==> src/logic/offset_trim_defs.svh <==
// Purpose: register offsets, field positions and reset values of the trim bank
// Assumes: byte addresses on a 32-bit classic wishbone bus
// Notes:   none
`ifndef OFFSET_TRIM_DEFS_SVH
`define OFFSET_TRIM_DEFS_SVH
// printed offsets (register indexes); byte address is four times these
`define TRIM_A_IDX        12'h092
`define TRIM_B_IDX        12'h094
`define FILT_DC_IDX       12'h097
`define FILT_BW_IDX       12'h098
`define CAL_STATUS_IDX    12'h0a0
// field layout
`define TRIM_MSB          11
`define TRIM_W            12
`define DC_PRESERVE_BIT   0
`define BW_MSB            7
`define BW_LSB            4
`define SOAK_MSB          3
`define SOAK_LSB          0
// reset values
`define FILT_DC_RST       8'h00
`define FILT_BW_RST       8'h33
`define TRIM_FACTORY_RST  12'h800
`endif

==> src/logic/offset_trim_pkg.sv <==
// Purpose: shared types of the offset trim register bank
// Assumes: nothing
// Notes:   none
package offset_trim_pkg;
  // wishbone request as seen by the slave
  typedef struct packed {
    logic        cyc;
    logic        stb;
    logic        we;
    logic [3:0]  sel;
    logic [13:0] adr;
    logic [31:0] dat;
  } wb_req_t;
  // calibration status from the calibration engine
  typedef struct packed {
    logic offsetCalEnable;
    logic backgroundCalEnable;
    logic backgroundOffsetCalEnable;
    logic foregroundCalComplete;
    logic calibrationHalted;
    logic foregroundCalBusy;
  } cal_status_t;
  typedef enum logic [1:0] {
    BUS_IDLE = 2'b01,
    BUS_ACK  = 2'b10
  } bus_state_t;
endpackage : offset_trim_pkg

==> src/logic/offset_filter_mode.sv <==
// Purpose: selects the dc behaviour of the offset filter
// Assumes: dcPreserve is registered by the caller; filterEnable is passed through unregistered
// Notes:   purely combinational
`timescale 1ns/1ps
module offset_filter_mode (
  // control
  input  wire logic       dcPreserve,
  input  wire logic       filterEnable,
  // to the filter datapath
  output logic            removeBankMismatch,
  output logic            removeCommonDc
);
  // preserve keeps common dc, clear removes all offsets
  always_comb begin
    removeBankMismatch = filterEnable;
    removeCommonDc     = filterEnable & ~dcPreserve;
  end
endmodule : offset_filter_mode

==> src/logic/offset_trim_regs.sv <==
// Purpose: offset trim and offset filter control registers, wishbone slave
// Assumes: classic wishbone, one register per aligned 32-bit word
// Notes:   ack comes one cycle after the request is seen; writes land with ack
`timescale 1ns/1ps
`include "offset_trim_defs.svh"
module offset_trim_regs
  import offset_trim_pkg::*;
#(
  parameter logic [`TRIM_MSB:0] FACTORY_TRIM_A = `TRIM_FACTORY_RST,
  parameter logic [`TRIM_MSB:0] FACTORY_TRIM_B = `TRIM_FACTORY_RST
) (
  // clock and reset
  input  wire logic         clk,
  input  wire logic         rst_n,
  // wishbone slave
  input  wire wb_req_t      wbReq,
  output logic [31:0]       wbDatOut,
  output logic              wbAck,
  // calibration engine
  input  wire cal_status_t  calStatus,
  input  wire logic         offsetFilterEnable,
  input  wire logic         inputBSelect,
  // to the converter core
  output logic [`TRIM_MSB:0] activeTrim,
  output logic [3:0]         filterBandwidthSelect,
  output logic [3:0]         filterSettleTimeSelect,
  output logic               removeBankMismatch,
  output logic               removeCommonDc
);
  // bus, trim, filter and read state
  bus_state_t              state_q, state_d;
  logic [`TRIM_MSB:0]      trimA_q, trimA_d;
  logic [`TRIM_MSB:0]      trimB_q, trimB_d;
  logic [7:0]              filtDc_q, filtDc_d;
  logic [7:0]              filtBw_q, filtBw_d;
  logic [31:0]             rdat_q, rdat_d;
  logic [11:0]             regIdx;
  logic                    req;
  logic [15:0]             wrHalf;
  logic                    taken;
  logic                    wrBeat;

  // word address of the request
  function automatic logic [11:0] wordIndex(input logic [13:0] adr);
    wordIndex = adr[13:2];
  endfunction : wordIndex

  // apply byte enables to the low sixteen bits
  function automatic logic [15:0] mergeHalf(input logic [15:0] old,
                                            input logic [31:0] dat,
                                            input logic [3:0]  sel);
    mergeHalf = old;
    if (sel[0]) begin
      mergeHalf[7:0] = dat[7:0];
    end
    if (sel[1]) begin
      mergeHalf[15:8] = dat[15:8];
    end
  endfunction : mergeHalf

  assign regIdx = wordIndex(wbReq.adr);
  assign req    = wbReq.cyc & wbReq.stb;
  // a request is taken when idle; its write lands on the ack edge
  assign taken  = req & (state_q == BUS_IDLE);
  assign wrBeat = req & wbReq.we & (state_q == BUS_ACK);

  // bus handshake: take a request, answer for exactly one cycle
  always_comb begin
    state_d = state_q;
    case (state_q)
      BUS_IDLE: begin
        if (req) begin
          state_d = BUS_ACK;
        end
      end
      BUS_ACK: begin
        state_d = BUS_IDLE;                                // ack low a cycle
      end
      default: begin
        state_d = BUS_IDLE;
      end
    endcase
  end

  // bus state register
  always_ff @(posedge clk) begin
    if (!rst_n) begin
      state_q <= BUS_IDLE;
    end else begin
      state_q <= state_d;
    end
  end

  // trims change only on a write beat to their own word
  always_comb begin
    trimA_d = trimA_q;
    trimB_d = trimB_q;
    wrHalf  = 16'h0000;
    if (wrBeat) begin
      case (regIdx)
        `TRIM_A_IDX: begin
          wrHalf  = mergeHalf({4'h0, trimA_q}, wbReq.dat, wbReq.sel);
          trimA_d = wrHalf[`TRIM_MSB:0];
        end
        `TRIM_B_IDX: begin
          wrHalf  = mergeHalf({4'h0, trimB_q}, wbReq.dat, wbReq.sel);
          trimB_d = wrHalf[`TRIM_MSB:0];
        end
        default: begin
          wrHalf  = 16'h0000;                              // not a trim
        end
      endcase
    end
  end

  // trim registers; reserved bits 15-12 are never stored
  always_ff @(posedge clk) begin
    if (!rst_n) begin
      trimA_q <= FACTORY_TRIM_A;
      trimB_q <= FACTORY_TRIM_B;
    end else begin
      trimA_q <= trimA_d;
      trimB_q <= trimB_d;
    end
  end

  // filter controls; only the byte lane of bits 7-0 counts
  always_comb begin
    filtDc_d = filtDc_q;
    filtBw_d = filtBw_q;
    if (wrBeat && wbReq.sel[0]) begin
      case (regIdx)
        `FILT_DC_IDX: begin
          filtDc_d = {7'h00, wbReq.dat[`DC_PRESERVE_BIT]};
        end
        `FILT_BW_IDX: begin
          filtBw_d = wbReq.dat[7:0];
        end
        default: begin
          filtDc_d = filtDc_q;
        end
      endcase
    end
  end

  // filter control registers
  always_ff @(posedge clk) begin
    if (!rst_n) begin
      filtDc_q <= `FILT_DC_RST;
      filtBw_q <= `FILT_BW_RST;
    end else begin
      filtDc_q <= filtDc_d;
      filtBw_q <= filtBw_d;
    end
  end

  // read data is captured when taken and stands while ack is high
  always_comb begin
    rdat_d = rdat_q;
    if (taken) begin
      rdat_d = 32'h0000_0000;
      case (regIdx)
        `TRIM_A_IDX: begin
          rdat_d[`TRIM_MSB:0] = trimA_q;
        end
        `TRIM_B_IDX: begin
          rdat_d[`TRIM_MSB:0] = trimB_q;
        end
        `FILT_DC_IDX: begin
          rdat_d[7:0] = {7'h00, filtDc_q[`DC_PRESERVE_BIT]};
        end
        `FILT_BW_IDX: begin
          rdat_d[7:0] = filtBw_q;
        end
        `CAL_STATUS_IDX: begin
          // status lets software honour the access windows
          rdat_d[5:0] = calStatus;
        end
        default: begin
          rdat_d = 32'h0000_0000;                          // unmapped reads 0
        end
      endcase
    end
  end

  // read data register
  always_ff @(posedge clk) begin
    if (!rst_n) begin
      rdat_q <= 32'h0000_0000;
    end else begin
      rdat_q <= rdat_d;
    end
  end

  // bus answer
  assign wbAck    = (state_q == BUS_ACK);
  assign wbDatOut = rdat_q;

  // trim follows the input the core is sampling
  assign activeTrim = inputBSelect ? trimB_q : trimA_q;
  assign filterBandwidthSelect  = filtBw_q[`BW_MSB:`BW_LSB];
  assign filterSettleTimeSelect = filtBw_q[`SOAK_MSB:`SOAK_LSB];

  // dc handling of the offset filter
  offset_filter_mode uMode (
    .dcPreserve         (filtDc_q[`DC_PRESERVE_BIT]),
    .filterEnable       (offsetFilterEnable),
    .removeBankMismatch (removeBankMismatch),
    .removeCommonDc     (removeCommonDc)
  );
endmodule : offset_trim_regs

==> config.mk <==
export PLATFORM = sky130hd
export DESIGN_NAME = offset_trim_regs
export DESIGN_NICKNAME = d
export VERILOG_FILES = /design/src/logic/offset_trim_pkg.sv /design/src/logic/offset_filter_mode.sv /design/src/logic/offset_trim_regs.sv
export VERILOG_INCLUDE_DIRS = /design/src /design/src/logic
export SDC_FILE = /design/constraint.sdc
export NUM_CORES = 1
export LEC_CHECK = 0
export BUFFER_PORTS_ARGS = -buffer_cell sky130_fd_sc_hd__buf_2
export CAP_MARGIN = 20
export CORE_MARGIN = 2
export CORE_UTILIZATION = 51
export CTS_CLUSTER_SIZE = 30
export DETAILED_ROUTE_END_ITERATION = 10
export PLACE_DENSITY = 0.85
export SLEW_MARGIN = 20
export SYNTH_ARGS = -nofsm -noshare
export SYNTH_HDL_FRONTEND = slang
export SYNTH_SLANG_ARGS = --single-unit
export TNS_END_PERCENT = 30
==> constraint.sdc <==
create_clock -name clk -period 2.2 [get_ports clk]
set_input_delay 0.11 -clock clk [delete_from_list [all_inputs] [get_ports clk]]
set_output_delay 0.11 -clock clk [all_outputs]
set_load 0.02 [all_outputs]
==> results.yml, run 1 <==
cts:
  cts-buffers-inserted: 5
  htree_levels: 2
  cts_buffer_depth: 2
  path_clk_slew_ps: 90
  clkLatencyLatePin_ps: 300
  cts-hold-fix-buffers: 0
  cts_resized: 0
  cts-root-buf: "clkbuf_8"
  cts.sinks: 47
  cts_setup_buffers: 0
  cts_tree: "built"
worst_hold_path:
  min_path_type: "in2reg"
  hold_path_startpoint: "wbReq[4]"
sta:
  fin_worst_skew_ps: 8.550
  fin_tns_setup_ps: 0
  worst_slew_pin_slew_ps: 586.4
  finalHoldViolCount: 0
  slew_violations: 0
  period_share_pct: 81.89
  fmaxAchievable_mhz: 555.0
  timing.final.crit_period_ps: 1802
  slew_headroom_pct: 60.58
  grt_setup_unrepaired: "no"
  whs_ps: 52.49
  setup_viol: 0
layout:
  n_antenna_cell: 0
  final_cell_mix: "buf_2 (73), dfxtp_1 (47), nand2_1 (45)"
  final_nets: 438
  multi_input_area_mm2: 0.001584
  design_area_mm2: 0.003152
  layout_commonest_cell: "buf_2"
  syn2layout_area_growth_pct: 16.57
  drive_above_1_share_pct: 30.59
  fin_cells: 446
  fillers: 456
  regArea_um2: 940.9
drt:
  via_count: 2513
  dr.pass1.iters: 5
  first_iter_violations: 191
  antenna_left: 0
  vias_per_cell: 5.635
  drc: 0
  wire_per_inst_um: 15.24
  wl_um: 6799
synthesis:
  ys_seq_elements: 47
  syn_avg_cell_area_um2: 8.807
  synth_warnings: 0
  syn_inst: 307
  ys_seq_area_share_pct: 34.80
  synth.distinct_cells: 41
  syn-cell-area_mm2: 0.002704
setup_path:
  cp.arrival_ps: 2030
  worstPathCellList: "and4b_1, nand3_1, nor2_4, mux2i_1"
  cp-start-kind: "flop"
  crit_path_max_fanout: 10
  path_delay_family: "simple AND/OR/NAND/NOR gates"
  setup.worst_path.end_class: "flop"
  worstSetupPathType: "reg2reg"
  max_stage_delay_ps: 460
  cp.buffers_inverters: 0
  crit_path_start: "state_q[0]"
  worstReg2RegStart: "state_q[0]"
  cp_slowest_cell: "nor2_4"
  crit_required_ps: 2420
floorplanning:
  chipHeight_um: 76.81
  design.core.area_mm2: 0.005107
  start_util_pct: 52.94
  io_pins: 118
  fp-row-count: 26
  dieWidth_um: 76.81
  dieArea_mm2: 0.005900
pwr:
  cellPowerDensity_mw_per_mm2: 514.8
  ir_drop_mv: 0.3716
  leakage_nw: 1.316
placement:
  place_area_mm2: 0.003053
  port_buffers: 73
  dp_cells: 438
  gp_congestion: 0.8660
  dp_hpwl_um: 5262
grt:
  grt_max_degree: 25
  grtUsageTotal_pct: 23.07
  globalRouteOverflowTotal: 0
  grt_pass1_vias: 2279
  grt_first_pass_wirelength_um: 10990
  antenna_found_initial: 0
flow_run:
  drv_cap: 0
outcome:
  outcome: "complete, no violations"
[where the power goes]
| part | leakage [nW] | switching (mW) | internal, mW | total, mW |
|---|---|---|---|---|
| Sequential | 0.380 | 0.00339 | 0.857 | 0.861 |
| Combinational | 0.889 | 0.137 | 0.0697 | 0.206 |
| Clock | 0.0474 | 0.299 | 0.257 | 0.555 |
| Total | 1.32 | 0.439 | 1.18 | 1.62 |
[cells in the mapped netlist]
cell type	n	area (um^2)
a32oi_1	2	17.52
nand3_1	20	100.1
o21ai_0	14	70.07
conb_1	1	3.750
nor4b_4	2	47.55
nor4_2	1	12.51
clkbuf_1	11	41.29
buf_1	1	3.750
and4b_1	2	20.02
nor2_1	6	22.52
a22o_1	2	17.52
buf_4	23	172.7
a31oi_1	5	31.28
or2_2	2	12.51
dfxtp_1	47	940.9
o21ai_1	2	10.01
nor2_2	2	12.51
or3_1	1	6.260
and3_1	13	81.33
buf_2	5	25.02
nand4_1	5	31.28
o31ai_1	12	90.09
or4b_1	2	20.02
nand4b_1	5	43.79
nor4_4	1	21.27
mux2i_1	25	250.2
a21oi_1	11	55.05
nor4b_2	2	30.03
nor4b_1	1	8.760
mux2_2	12	135.1
and4_1	1	8.760
nor2b_1	7	43.79
nor2_4	2	22.52
or3b_2	1	8.760
nand4bb_1	1	11.26
or4bb_1	6	67.56
a211o_1	1	8.760
xnor2_1	1	8.760
inv_1	2	7.510
and2_1	2	12.51
nand2_1	45	168.9
[metal layers]
| metal | vias up | track usage [%] | wire length, um | part of all wire (%) |
|---|---|---|---|---|
| met5 | - | 0 | 0 | 0 |
| met4 | 0 | 7.455 | 116 | 1.7 |
| met3 | 10 | 4.471 | 524 | 7.7 |
| met2 | 123 | 37.89 | 3240 | 48 |
| met1 | 1171 | 30.43 | 2918 | 43 |
| li1 | 1209 | - | - | - |
[state kept, by name, indices dropped and copies added, names as in the netlist]
signal    flops
trimB_q      12
state_q       2
filtBw_q      8
wbDatOut     12
filtDc_q      1
trimA_q      12
[path summary, 6_finish.rpt]
path	depth (start not counted)	slack, ps	to
max	4	400	trimA_q[1]
min	3	50	filtBw_q[4]
max reg2reg	4	400	trimA_q[1]
min reg2reg	2	450	wbDatOut[4]
[area by class of cell]
cell class              instances  area share (%)
flip-flops and latches         47           29.85
clock inverters                 2          0.5161
clock buffers                   6           2.620
repair buffers                 82           13.74
inverters                       2          0.2382
multi-input cells             237           50.26
well taps                      70           2.779
[worst min-delay path, cell delays in order]
cell     delay [ps]
buf_2            90
nand3_1          60
nand3_1          70
[cells by family (layout without fill, tap and decap cells)]
kind of cell / after synthesis / in the layout / synth area share (%)
AO/OA/AOI/OAI: 49 / 49 / 11.11
XOR/XNOR: 1 / 1 / 0.3240
buffers and inverters: 42 / 92 / 9.255
flip-flops: 47 / 47 / 34.80
multiplexers: 37 / 37 / 14.25
other: 1 / 20 / 0.1387
AND/OR/NAND/NOR: 130 / 130 / 30.12
[per-stage QoR]
stage	power, mW	worst slack (ps)	utilization, %
2_1_floorplan	1.037	733.3	-
3_3_place_gp	1.079	505.1	59.77
3_5_place_dp	1.084	471.2	59.77
4_1_cts	1.626	420.5	61.71
5_1_grt	1.674	274.8	61.71
6_report	1.622	398.4	61.71
No activity file was read; power rests on OpenSTA's default activity.
==> inputs of run 2 (changes only) <==
- ABC_AREA: default -> 1
- CORE_UTILIZATION: 51 -> 47
- PLACE_DENSITY: 0.85 -> 0.81
- clock period: 2.2 -> 1.8 ns (I/O delays scaled with it)
==> run 2 against run 1 <==
Largest cell class unchanged. Via count shrank 0.68%. Combinational power grew 6%. Wire length shrank 11%. Clock skew shrank 3.9 ps. Non-clock buffer count shrank 5. Clock-buffer cell count is the same. Utilization shrank 3.8 points. Worst setup slack lost 180 ps. Power grew 27%.
==> results.yml, run 2 <==
cts:
  clkLatencyLatePin_ps: 300
  cts-hold-fix-buffers: 0
  cts_tree: "built"
  htree_levels: 2
  cts.sinks: 47
  cts_setup_buffers: 0
  path_clk_slew_ps: 90
  cts-buffers-inserted: 5
  cts_resized: 0
  cts-root-buf: "clkbuf_8"
  cts_buffer_depth: 2
sta:
  fmaxAchievable_mhz: 632.1
  fin_tns_setup_ps: 0
  setup_ws_ps: 218.1
  period_share_pct: 87.88
  fin_worst_skew_ps: 4.663
  slew_violations: 0
  timing.final.crit_period_ps: 1582
  setup_viol: 0
  finalHoldViolCount: 0
  grt_setup_unrepaired: "no"
outcome:
  outcome: "complete, no violations"
floorplanning:
  design.core.area_mm2: 0.005140
  start_util_pct: 48.98
  fp-row-count: 26
  dieArea_mm2: 0.005958
  chipHeight_um: 77.19
  io_pins: 118
  dieWidth_um: 77.19
layout:
  final_cell_mix: "buf_2 (73), nand2_1 (69), dfxtp_1 (47)"
  final_nets: 498
  n_antenna_cell: 0
  syn2layout_area_growth_pct: 18.14
  utilization_pct: 57.86
  drive_above_1_share_pct: 26.15
  layout_commonest_cell: "buf_2"
  fin_cells: 506
placement:
  place_ws_ps: 236.4
  port_buffers: 73
  dp_hpwl_um: 4782
  dp_cells: 498
  gp_congestion: 0.8818
synthesis:
  synth_edf_count: 0
  synth_top_family_by_area: "simple AND/OR/NAND/NOR gates"
  synth_compound_area_share_pct: 17.35
  synthTopCellsByCount: "nand2_1 (69), dfxtp_1 (47), o21ai_0 (42)"
  yosysMostFrequentCell: "nand2_1"
  synth-simple-area-share_pct: 30.32
  synth.distinct_cells: 26
  muxShareOfSynthArea_pct: 0
  synth_flop_cell: "dfxtp_1"
  ys_seq_elements: 47
  synth_warnings: 0
  synthTopCellsByArea: "dfxtp_1 (37%), nand2_1 (10%), o21ai_0 (8.3%)"
  synth_xor_area_share_pct: 0
  syn_avg_cell_area_um2: 6.935
  syn-cell-area_mm2: 0.002517
  synth_fa_ha_area_share_pct: 0
  synth_top_area_cell: "dfxtp_1"
  synth_top_area_share_pct: 37.38
  synth-async-reset-ratio_pct: 0
  ys_seq_area_share_pct: 37.38
  syn_inst: 363
pwr:
  cellPowerDensity_mw_per_mm2: 695.4
  ir_drop_mv: 0.3843
  leakage_nw: 1.422
worst_hold_path:
  min_path_type: "in2reg"
grt:
  grt_first_pass_wirelength_um: 9901
  grt_pass1_vias: 2256
  globalRouteOverflowTotal: 0
  grtUsageTotal_pct: 20.21
  antenna_found_initial: 0
  grt_max_degree: 37
drt:
  wire_per_inst_um: 11.99
  antenna_left: 0
  via_count: 2496
  first_iter_violations: 153
  wl_um: 6069
  vias_per_cell: 4.933
  dr.pass1.iters: 4
  drc: 0
setup_path:
  setup.worst_path.end_class: "flop"
  crit_required_ps: 1980
  cp-start-kind: "flop"
  path_delay_family: "simple AND/OR/NAND/NOR gates"
  cp_slowest_cell: "nor2_2"
  worstSetupPathType: "reg2reg"
  max_stage_delay_ps: 320
  cp_common_cell: "nor2_2"
  cp.arrival_ps: 1760
  worstPathCellList: "inv_1, nor2_2, nand3_1, nor2_2, nand2_2, o21ai_0, a21oi_1"
  cp.buffers_inverters: 1
  crit_path_max_fanout: 16
flow_run:
  drv_cap: 0
## run 2: where the power goes
group / internal, mW / switching [mW]
registers: 1.05 / 0.00388
logic: 0.0647 / 0.154
clock network: 0.450 / 0.349
total: 1.56 / 0.506
## run 2: final timing paths
| check | from | cells after the start | slack, ps | endpoint |
|---|---|---|---|---|
| setup reg to reg | state_q[1] | 7 | 220 | trimA_q[7] |
| hold / removal | wbReq[4] | 3 | 10 | filtBw_q[4] |
| hold reg to reg | wbDatOut[3] | 2 | 460 | wbDatOut[3] |
| setup / recovery | state_q[1] | 7 | 220 | trimA_q[7] |
## run 2: layout make-up
type	instances	area, um^2
Multi-Input combinational cell	262	1275
Tap cell	70	87.58
Fill cell	494	2166
Inverter	42	157.7
Timing Repair Buffer	77	395.4
Clock inverter	2	35.03
Clock buffer	6	82.58
Sequential cell	47	940.9
## run 2: kinds of logic after synthesis
family                 Yosys count
and+or+nand+nor                159
AOI/OAI and AO/OA               83
buffers and inverters           73
DFF                             47
other                            1
## run 2: layer usage
layer  vias to the layer above  GRT usage [%]  wire (um)
met5                         -              0          0
met3                        10          4.706        456
met2                        89          33.65       2835
li1                       1287              -          -
met1                      1110          26.43       2699
met4                         0          5.000         77
## run 2: worst reg2reg max path, delay by kind of cell, from the launching register on
| family | cells | cell delay [ps] |
|---|---|---|
| buffers and inverters | 1 | 50 |
| flip-flops | 1 | 310 |
| AND/OR/NAND/NOR | 4 | 830 |
| AO/OA/AOI/OAI | 2 | 290 |
## run 2: through the flow
stage / total power [mW] / hold WS [ps] / cell area, um^2
final: 2.068 / 13.08 / 2974
after global routing: 2.145 / 13.25 / 2974
after CTS: 2.081 / 9.650 / 2974
after detailed placement: 1.294 / 320.3 / 2856
after global placement: 1.290 / 313.3 / 2856
after floorplan: 1.245 / 203.2 / 2589
